## config.mk

```make
export PLATFORM = sky130hd
export DESIGN_NAME = vcfs_core
export DESIGN_NICKNAME = d
export VERILOG_FILES = /design/src/logic/vcfs_pkg.sv /design/src/logic/vcfs_core.sv
export SDC_FILE = /design/constraint.sdc
export NUM_CORES = 1
export LEC_CHECK = 0
export ABC_AREA = 0
export BUFFER_PORTS_ARGS = -buffer_cell sky130_fd_sc_hd__buf_2
export CAP_MARGIN = 10
export CORE_UTILIZATION = 49
export CTS_CLUSTER_DIAMETER = 60
export DETAILED_ROUTE_END_ITERATION = 8
export HOLD_SLACK_MARGIN = 0.05
export PLACE_DENSITY = 0.85
export SLEW_MARGIN = 25
export SYNTH_ARGS = -nofsm -noshare
export SYNTH_HDL_FRONTEND = slang
export SYNTH_SLANG_ARGS = --single-unit
```

## constraint.sdc

```tcl
create_clock -name clk_in -period 3.1 [get_ports clk_in]
set_input_delay 0.31 -clock clk_in [delete_from_list [all_inputs] [get_ports clk_in]]
set_output_delay 0.31 -clock clk_in [all_outputs]
set_load 0.03 [all_outputs]
```

## src/logic/vcfs_pkg.sv

```systemverilog
// package: constants and types for the vid code fault sequencer
package vcfs_pkg;
  localparam int unsigned DAC_W        = 7;
  // dac index counts 25 mV steps above 0 V; 1.550 V is 62 steps
  localparam logic [6:0]  DAC_ZERO     = 7'h00;
  localparam logic [6:0]  VID_TOP      = 7'h3e;  // 1.550 V
  localparam logic [6:0]  SUS_LOW_BASE = 7'h1b;  // 0.675 V
  localparam logic [6:0]  SUS_UP_BASE  = 7'h2b;  // 1.075 V
  localparam logic [4:0]  VID_OFF      = 5'h1f;  // shutdown code
  localparam int unsigned BLANK_CYC    = 24;
  localparam logic [4:0]  BLANK_LOAD   = 5'h18;
  // levels of the three- and four-level inputs from their comparators
  typedef enum logic [1:0] {LVL_GND, LVL_REF, LVL_OPEN, LVL_VCC} vcfs_lvl_e;
  typedef enum logic [1:0] {SUS_GND, SUS_REF, SUS_HIGH} vcfs_sus_e;
endpackage : vcfs_pkg
```

## src/logic/vcfs_core.sv

```systemverilog
// vid code decode, fault latch and soft-shutdown sequencer
// ---------------------------------------------------------------
// ---------------------------------------------------------------
`timescale 1ns/1ps
`default_nettype none
module vcfs_core
  import vcfs_pkg::*;
(
  input  wire logic             clk_in,
  input  wire logic             rst_n_in,
  input  wire logic [4:0]       vid_code_bits_in,
  input  wire logic [1:0]       suspend_select_minor_in,
  input  wire logic [1:0]       suspend_select_major_in,
  input  wire logic [1:0]       sleep_range_input_in,
  input  wire logic             enable_n_pin_in,
  input  wire logic             test_hv_detect_in,
  input  wire logic             overvoltage_protect_in,
  input  wire logic             ov_fault_in,
  input  wire logic             uv_fault_in,
  input  wire logic             thermal_flag_in,
  output logic [vcfs_pkg::DAC_W-1:0] dac_code_out,
  output logic                  fault_latch_out,
  output logic                  test_mode_out,
  output logic                  overlap_en_out,
  output logic                  uv_blank_out,
  output logic [1:0]            low_side_gate_out,
  output logic [1:0]            high_side_gate_out,
  output logic                  switching_out
);
  import vcfs_pkg::*;

  // ---------------------------------------------------------------
  // input synchronisers
  // ---------------------------------------------------------------
  localparam int unsigned SW = 17;
  logic [SW-1:0] raw, s1, s2;
  assign raw = {vid_code_bits_in, suspend_select_minor_in,
                suspend_select_major_in, sleep_range_input_in,
                enable_n_pin_in, test_hv_detect_in, overvoltage_protect_in,
                ov_fault_in, uv_fault_in, thermal_flag_in};
  // first stage feeds only the second stage
  always_ff @(posedge clk_in) begin
    s1 <= raw;
    s2 <= s1;
  end

  logic [4:0] vid;
  logic [1:0] s_min, s_maj, sleep_range_input;
  logic       en, hv, ovp_on, ov, uv, hot;
  assign {vid, s_min, s_maj, sleep_range_input, en, hv, ovp_on, ov, uv, hot} = s2;

  // ---------------------------------------------------------------
  // target decode
  // ---------------------------------------------------------------
  function automatic logic [6:0] vcfs_target(input logic [4:0] v,
      input logic [1:0] su, input logic [1:0] mj, input logic [1:0] mn);
    logic [6:0] t;
    t = DAC_ZERO;
    if (su == SUS_GND) begin
      if (v != VID_OFF)
        t = VID_TOP - {2'h0, v};
    end else begin
      t = ((su == SUS_HIGH) ? SUS_LOW_BASE : SUS_UP_BASE)
          + {3'h0, mj, mn};
    end
    return t;
  endfunction : vcfs_target

  logic [6:0] target;
  assign target = vcfs_target(vid, sleep_range_input, s_maj, s_min);

  // ---------------------------------------------------------------
  // test mode and fault latch
  // ---------------------------------------------------------------
  logic test_d, en_d, hot_fault, low_seen;
  assign test_mode_out  = hv;
  assign overlap_en_out = ~hv;

  logic uv_hit, ov_hit, th_hit, fault_set;
  assign uv_hit = uv & ~uv_blank_out & ~hv;
  assign ov_hit = ov & ovp_on & ~hv;
  assign th_hit = hot & ~hv;
  assign fault_set = switching_out & (uv_hit | ov_hit | th_hit);

  always_ff @(posedge clk_in) begin
    if (!rst_n_in) begin
      test_d <= 1'b0;
      en_d   <= 1'b0;
    end else begin
      test_d <= hv;
      en_d   <= en;
    end
  end

  // clear needs enable low then high or test-mode entry; an enable edge does not clear a thermal fault while still hot
  always_ff @(posedge clk_in) begin
    if (!rst_n_in) begin
      fault_latch_out <= 1'b0;
      hot_fault       <= 1'b0;
      low_seen        <= 1'b0;
    end else if (fault_set) begin
      fault_latch_out <= 1'b1;
      hot_fault       <= hot_fault | th_hit;
      low_seen        <= 1'b0;
    end else if (hv & ~test_d) begin
      fault_latch_out <= 1'b0;
      hot_fault       <= 1'b0;
    end else if (fault_latch_out) begin
      if (!en)
        low_seen <= 1'b1;
      if (low_seen & en & ~en_d & ~(hot_fault & hot)) begin
        fault_latch_out <= 1'b0;
        hot_fault       <= 1'b0;
      end
    end
  end

  // ---------------------------------------------------------------
  // slew controller and blanking
  // ---------------------------------------------------------------
  logic [6:0] goal;
  logic [4:0] blank_cnt;
  // a held enable after the restart edge ramps up from the present dac code
  assign goal = (en & ~fault_latch_out) ? target : DAC_ZERO;
  assign switching_out = (dac_code_out != DAC_ZERO) |
                         (en & ~fault_latch_out & (target != DAC_ZERO));

  always_ff @(posedge clk_in) begin
    if (!rst_n_in)
      dac_code_out <= DAC_ZERO;
    else if (dac_code_out < goal)
      dac_code_out <= dac_code_out + 7'h01;
    else if (dac_code_out > goal)
      dac_code_out <= dac_code_out - 7'h01;
  end

  always_ff @(posedge clk_in) begin
    if (!rst_n_in)
      blank_cnt <= BLANK_LOAD;
    else if (dac_code_out != goal)
      blank_cnt <= BLANK_LOAD;
    else if (blank_cnt != 5'h00)
      blank_cnt <= blank_cnt - 5'h01;
  end
  assign uv_blank_out = (dac_code_out != goal) | (blank_cnt != 5'h00);

  // gates forced only once a fault ramp has reached 0 V
  logic parked;
  assign parked = fault_latch_out & (dac_code_out == DAC_ZERO);
  always_ff @(posedge clk_in) begin
    if (!rst_n_in) begin
      low_side_gate_out  <= 2'h0;
      high_side_gate_out <= 2'h0;
    end else begin
      low_side_gate_out  <= parked ? 2'h3 : 2'h0;
      high_side_gate_out <= 2'h0;
    end
  end
endmodule : vcfs_core
`default_nettype wire

```

==> results of run 1 <==
## critical path: stages (launching register included)
cell and delay [ns]:
dfxtp_2 0.34, ha_4 0.15, and4_4 0.14, or4_4 0.43
o21ai_4 0.09, nand2_2 0.08, ha_4 0.27, nor2b_4 0.12
o21a_1 0.18, o21ai_2 0.07, nand2_2 0.15, inv_2 0.07
fa_2 0.39, nor2b_4 0.16, o21ai_2 0.08, a21boi_2 0.14
o21ai_1 0.10, a211oi_1 0.20, nor3_1 0.06
## layout by cell type, fill, tap and decap left out, types with 3 or more instances in the layout
cell type  Yosys  layout
nor3_1         6       4
o21ai_1        1       3
clkbuf_8       0       5
dfxtp_2        0       4
dfxtp_1       52      48
nand3_1        6       5
inv_1         11       8
ha_4           0       6
a21o_1         3       3
inv_2          0       3
ha_1          14       8
buf_4          3      27
a21oi_1       13      11
xnor2_1        7       6
buf_2          0      32
nand2_1        9       7
nor2_1        18      16
nand2b_1       3       3
nor2_2         1       3
## final timing paths
kind,endpoint,slack (ns),cells past startpoint
worst max register to register,dac_code_out[6],-0.21,18
worst min register to register,s2[12],0.33,0
worst min-delay path,s1[5],0.10,1
worst max-delay path,dac_code_out[6],-0.21,18
## cells by family after synthesis
logic type / Yosys count
AND/OR/NAND/NOR: 65
adder cells (fa/ha/maj): 15
XOR/XNOR: 9
AO/OA/AOI/OAI: 42
buffers and inverters: 17
other: 1
flip-flops: 52
## per-layer routing
layer	GRT usage, %	routed length (µm)
met3	6.38	131
met4	9.84	96
met2	34.8	2150
met1	19.8	1710
met5	0	0
## sequential cells by signal (all words and copies together) (netlist names)
register,count
s1,17
s2,17
dac_code_out,7
blank_cnt,5
en_d,1
fault_latch_out,1
hot_fault,1
low_seen,1
low_side_gate_out,1
test_d,1
## repair_timing
item,in CTS,in global routing
buffers inserted,6,5
pin swaps,3,23
gates resized for setup,9,26
endpoints found under the setup margin,5,7
## metrics by stage
stage	setup TNS [ns]	setup WS [ns]	cell area, µm²
floorplan	-0.118	-0.0641	2080
global placement	-0.391	-0.164	2430
detailed placement	-0.853	-0.301	2430
CTS	-0.591	-0.175	2610
global route	-1.62	-0.403	2760
finish	-0.741	-0.213	2760
## report_power, final
part	switching, mW	internal (mW)
Combinational	0.677	0.707
Clock	0.214	0.244
Sequential	0.0872	0.746
Total	0.978	1.70
## layout make-up
| type | count | share of cell area [%] |
|---|---|---|
| multi-input combinational | 133 | 40.2 |
| sequential | 52 | 37.9 |
| clock buffer | 6 | 2.63 |
| timing repair buffer | 61 | 14.0 |
| clock inverter | 2 | 1.40 |
| inverter | 12 | 1.63 |
| tap | 50 | 2.27 |
==> impl_metrics.yaml, run 1 <==
floorplan:
  die_width_um: 66.4
  die_h_um: 66.4
  initial_core_util_pct: 50.8
  ioPinCount: 35
  row_count: 23
  dieArea_um2: 4410
  core_um2: 4000
synthesis:
  synth-edff-count: 0
  yosys.area.top_type: "dfxtp_1"
  synthArstFlopShare_pct: 0
  ys.flop_type: "dfxtp_1"
  ys_types: 46
  synth_top_family_by_area: "simple AND/OR/NAND/NOR gates"
  synth_xor_area_share_pct: 3.88
  ys_ff_latch: 52
  synth_compound_area_share_pct: 13.9
  synth_simple_gate_area_share_pct: 17.5
  yosysSeqAreaShare_pct: 51.2
  synthTopCellsByArea: "dfxtp_1 (51%), ha_1 (8.6%), nor2_1 (3.3%)"
  ys_warn_count: 0
  synth.top_cell.area_share_pct: 51.2
  synth_mux_area_share_pct: 0
  syn_area_um2: 2030
  synthCells: 201
  synthAdderAreaFrac_pct: 9.61
  yosys-top-cells-count: "dfxtp_1 (52), nor2_1 (18), ha_1 (14), a21oi_1 (13), inv_1 (11)"
  yosysMostFrequentCell: "dfxtp_1"
  syn_area_per_cell_um2: 10.1
run_status:
  status: "finished with violations"
  failed_checks: "negative setup slack"
grt:
  grt_max_degree: 17
  grt_pass1_wl_mm: 6.24
  antenna_found_initial: 0
  grt_pass1_vias: 1525
  grtUsageTotal_pct: 19.4
  overflow: 0
hold_path:
  hold_path.class: "in2reg"
  hp-start: "enable_n_pin_in"
clock_network:
  cts.sinks: 52
  h-tree-depth: 2
  ctsHoldBuffers: 0
  cts_max_path_buffers: 2
  numCtsBuffers: 5
  cts_tree: "done"
  clock_latency_ns: 0.31
  cts_root_buf: "clkbuf_8"
  clkTransAtPathRegs_ns: 0.09
flow_run:
  max_cap_violations: 0
worst_setup_path:
  timing.rr.start: "s2[12]"
  worst_setup_path_start_kind: "flop"
  startpoint: "s2[12]"
  cp_data_arrival_time_ns: 3.51
  crit_fanout: 4
  critPathRequiredTime_ns: 3.30
  critPathCaptureType: "flop"
  crit_type: "reg2reg"
timing:
  post-route-period-util_pct: 107
  worst_hold_slack_ns: 0.103
  clock_skew_ns: 0.00984
  rsz0062_at_grt: "yes"
  finalHoldViolCount: 0
  finalSetupViolCount: 4
  fin_crit_ns: 3.31
  fin_ws_ns: -0.213
  drv_slew: 0
  max_freq_ghz: 0.302
placement:
  portBuffers: 32
  placedCellCount: 299
  dp_hpwl_mm: 2.77
  place_congestion: 0.816
route:
  routed_wl_mm: 4.09
  wl_per_cell_um: 12.9
  remaining_drc_errors: 0
  drtPass1Iterations: 4
  vias: 1646
  antenna_left: 0
  initialDrtViolationCount: 67
  via_per_inst: 5.21
cells_and_area:
  fillers: 284
  fin_cells: 316
  area_growth_pct: 35.9
  multi_input_area_um2: 1110
  diodes: 0
  drive_gt1_share_pct: 41.4
  nets: 299
  fin_util_pct: 69.0
  seqCellArea_um2: 1050
power:
  finalPower_mw: 2.67
  ir_worst_vdd_mv: 0.525
  leakagePower_nw: 1.22
  power.density_nw_per_um2: 968
Power figures use the tool's default switching activity.
==> run 2, diff against run 1 <==
--- a/config.mk
+++ b/config.mk
@@ -13,6 +13,7 @@
 export DETAILED_ROUTE_END_ITERATION = 8
 export HOLD_SLACK_MARGIN = 0.05
 export PLACE_DENSITY = 0.85
+export SKIP_CTS_REPAIR_TIMING = 1
 export SLEW_MARGIN = 25
 export SYNTH_ARGS = -nofsm -noshare
 export SYNTH_HDL_FRONTEND = slang
==> impl_metrics.yaml, run 2 (synthesis gave the netlist of run 1 again) <==
route:
  routed_wl_mm: 3.98
  initialDrtViolationCount: 77
  vias: 1617
  remaining_drc_errors: 0
  via_per_inst: 5.22
  wl_per_cell_um: 12.8
  antenna_left: 0
  drtPass1Iterations: 4
clock_network:
  clkTransAtPathRegs_ns: 0.09
  numCtsBuffers: 5
  cts_tree: "done"
  cts.sinks: 52
  clock_latency_ns: 0.30
  h-tree-depth: 2
  cts_root_buf: "clkbuf_8"
  cts_max_path_buffers: 2
cells_and_area:
  final_common_cell: "dfxtp_1"
  fillers: 298
  nets: 293
  area_growth_pct: 31.1
  diodes: 0
  drive_gt1_share_pct: 36.2
  final_area_um2: 2660
  reg_top3: "s1 (17), s2 (17), dac_code_out (7)"
  final_cell_mix: "dfxtp_1 (49), buf_2 (32), buf_4 (23), nor2_1 (17), a21oi_1 (12)"
grt:
  grt_max_degree: 17
  antenna_found_initial: 0
  overflow: 0
  grt_pass1_wl_mm: 5.93
  grt_pass1_vias: 1446
  grtUsageTotal_pct: 18.0
floorplan:
  die_width_um: 66.4
  dieArea_um2: 4410
  row_count: 23
  ioPinCount: 35
  core_um2: 4000
  die_h_um: 66.4
  initial_core_util_pct: 50.8
worst_setup_path:
  worst_setup_path_start_kind: "flop"
  r2r_slack_ns: -0.22
  cp-endpoint: "dac_code_out[6]"
  timing.rr.start: "s2[12]"
  critPathRequiredTime_ns: 3.30
  cp.depth: 18
  reg2reg_depth: 18
  worst_path_largest_cell_delay_ns: 0.43
  cpMaxStageDelayCell: "or4_4"
  crit_fanout: 4
  crit_family: "simple AND/OR/NAND/NOR gates"
  crit_type: "reg2reg"
  startpoint: "s2[12]"
  critPathCaptureType: "flop"
  cp_data_arrival_time_ns: 3.52
  r2r-end: "dac_code_out[6]"
  crit_buf_inv: 1
  cp_cell_sequence: "ha_4 > and4_4 > or4_4 > o21ai_4 > nand2_2 > ha_4 > nor2b_4 > o21a_1 > o21ai_2 > nand2_2 > inv_2 > fa_2 > nor2b_4 > o21ai_2 > a21boi_2 > o21ai_1 > a211oi_1 > nor3_1"
run_status:
  status: "finished with violations"
  failed_checks: "negative setup slack"
timing:
  finalSetupViolCount: 4
  drv_slew: 0
  max_freq_ghz: 0.301
  rsz0062_at_grt: "yes"
  worst_hold_slack_ns: 0.103
  fin_crit_ns: 3.32
  finalHoldViolCount: 0
  post-route-period-util_pct: 107
  fin_ws_ns: -0.222
  clock_skew_ns: 0.00532
power:
  ir_worst_vdd_mv: 0.505
  power.density_nw_per_um2: 944
  leakagePower_nw: 1.18
hold_path:
  hold_path.class: "in2reg"
  min_delay_path_depth: 1
placement:
  place_congestion: 0.816
  dpl_cell_area_um2: 2430
  dp_hpwl_mm: 2.77
  portBuffers: 32
flow_run:
  max_cap_violations: 0
run 2: report_power, final:
group	switching, mW	internal, mW	total [mW]
clock network	0.216	0.244	0.459
registers	0.0817	0.745	0.827
logic	0.618	0.611	1.23
total	0.916	1.60	2.52
run 2: worst min path at each step:
stage | slack [ns] | from | to
floorplan | 0.31 | s1[12] | s2[12]
global placement | 0.31 | s1[8] | s2[8]
detailed placement | 0.31 | s1[12] | s2[12]
CTS | 0.1 | uv_fault_in | s1[1]
global route | 0.08 | sleep_range_input_in[1] | s1[7]
finish | 0.10 | vid_code_bits_in[3] | s1[15]
run 2: worst reg2reg max path: stages (launching register included):
cell	delay [ns]
dfxtp_4	0.37
ha_4	0.15
and4_4	0.14
or4_4	0.43
o21ai_4	0.09
nand2_2	0.08
ha_4	0.27
nor2b_4	0.12
o21a_1	0.16
o21ai_2	0.06
nand2_2	0.12
inv_2	0.07
fa_2	0.39
nor2b_4	0.14
o21ai_2	0.07
a21boi_2	0.16
o21ai_1	0.11
a211oi_1	0.23
nor3_1	0.06
run 2: stage by stage:
stage | utilization, % | total power [mW] | std cells | worst slack, ns | TNS [ns]
3_5_place_dp | 60.7 | 1.86 | 299 | -0.301 | -0.853
6_report | 66.6 | 2.52 | 310 | -0.222 | -0.574
2_1_floorplan | - | 1.57 | 202 | -0.0641 | -0.118
3_3_place_gp | 60.7 | 1.82 | 299 | -0.164 | -0.391
5_1_grt | 66.6 | 2.69 | 310 | -0.394 | -1.37
4_1_cts | 63.5 | 2.33 | 307 | -0.343 | -1.01
run 2: routing by layer:
layer,wire (µm),share of wire [%],GRT usage (%)
met2,2010,51,32.4
met4,133,3.3,8.24
met1,1700,43,19.7
met5,0,0,0
met3,137,3.4,4.66
run 2: final cells by class:
class / count / area [µm²] / share of cell area, %
Multi-Input combinational cell: 133 / 1060 / 40.0
Timing Repair Buffer: 55 / 333 / 12.5
Clock inverter: 2 / 38.8 / 1.46
Clock buffer: 6 / 72.6 / 2.72
Tap cell: 50 / 62.6 / 2.35
Sequential cell: 52 / 1050 / 39.3
Inverter: 12 / 45.0 / 1.69
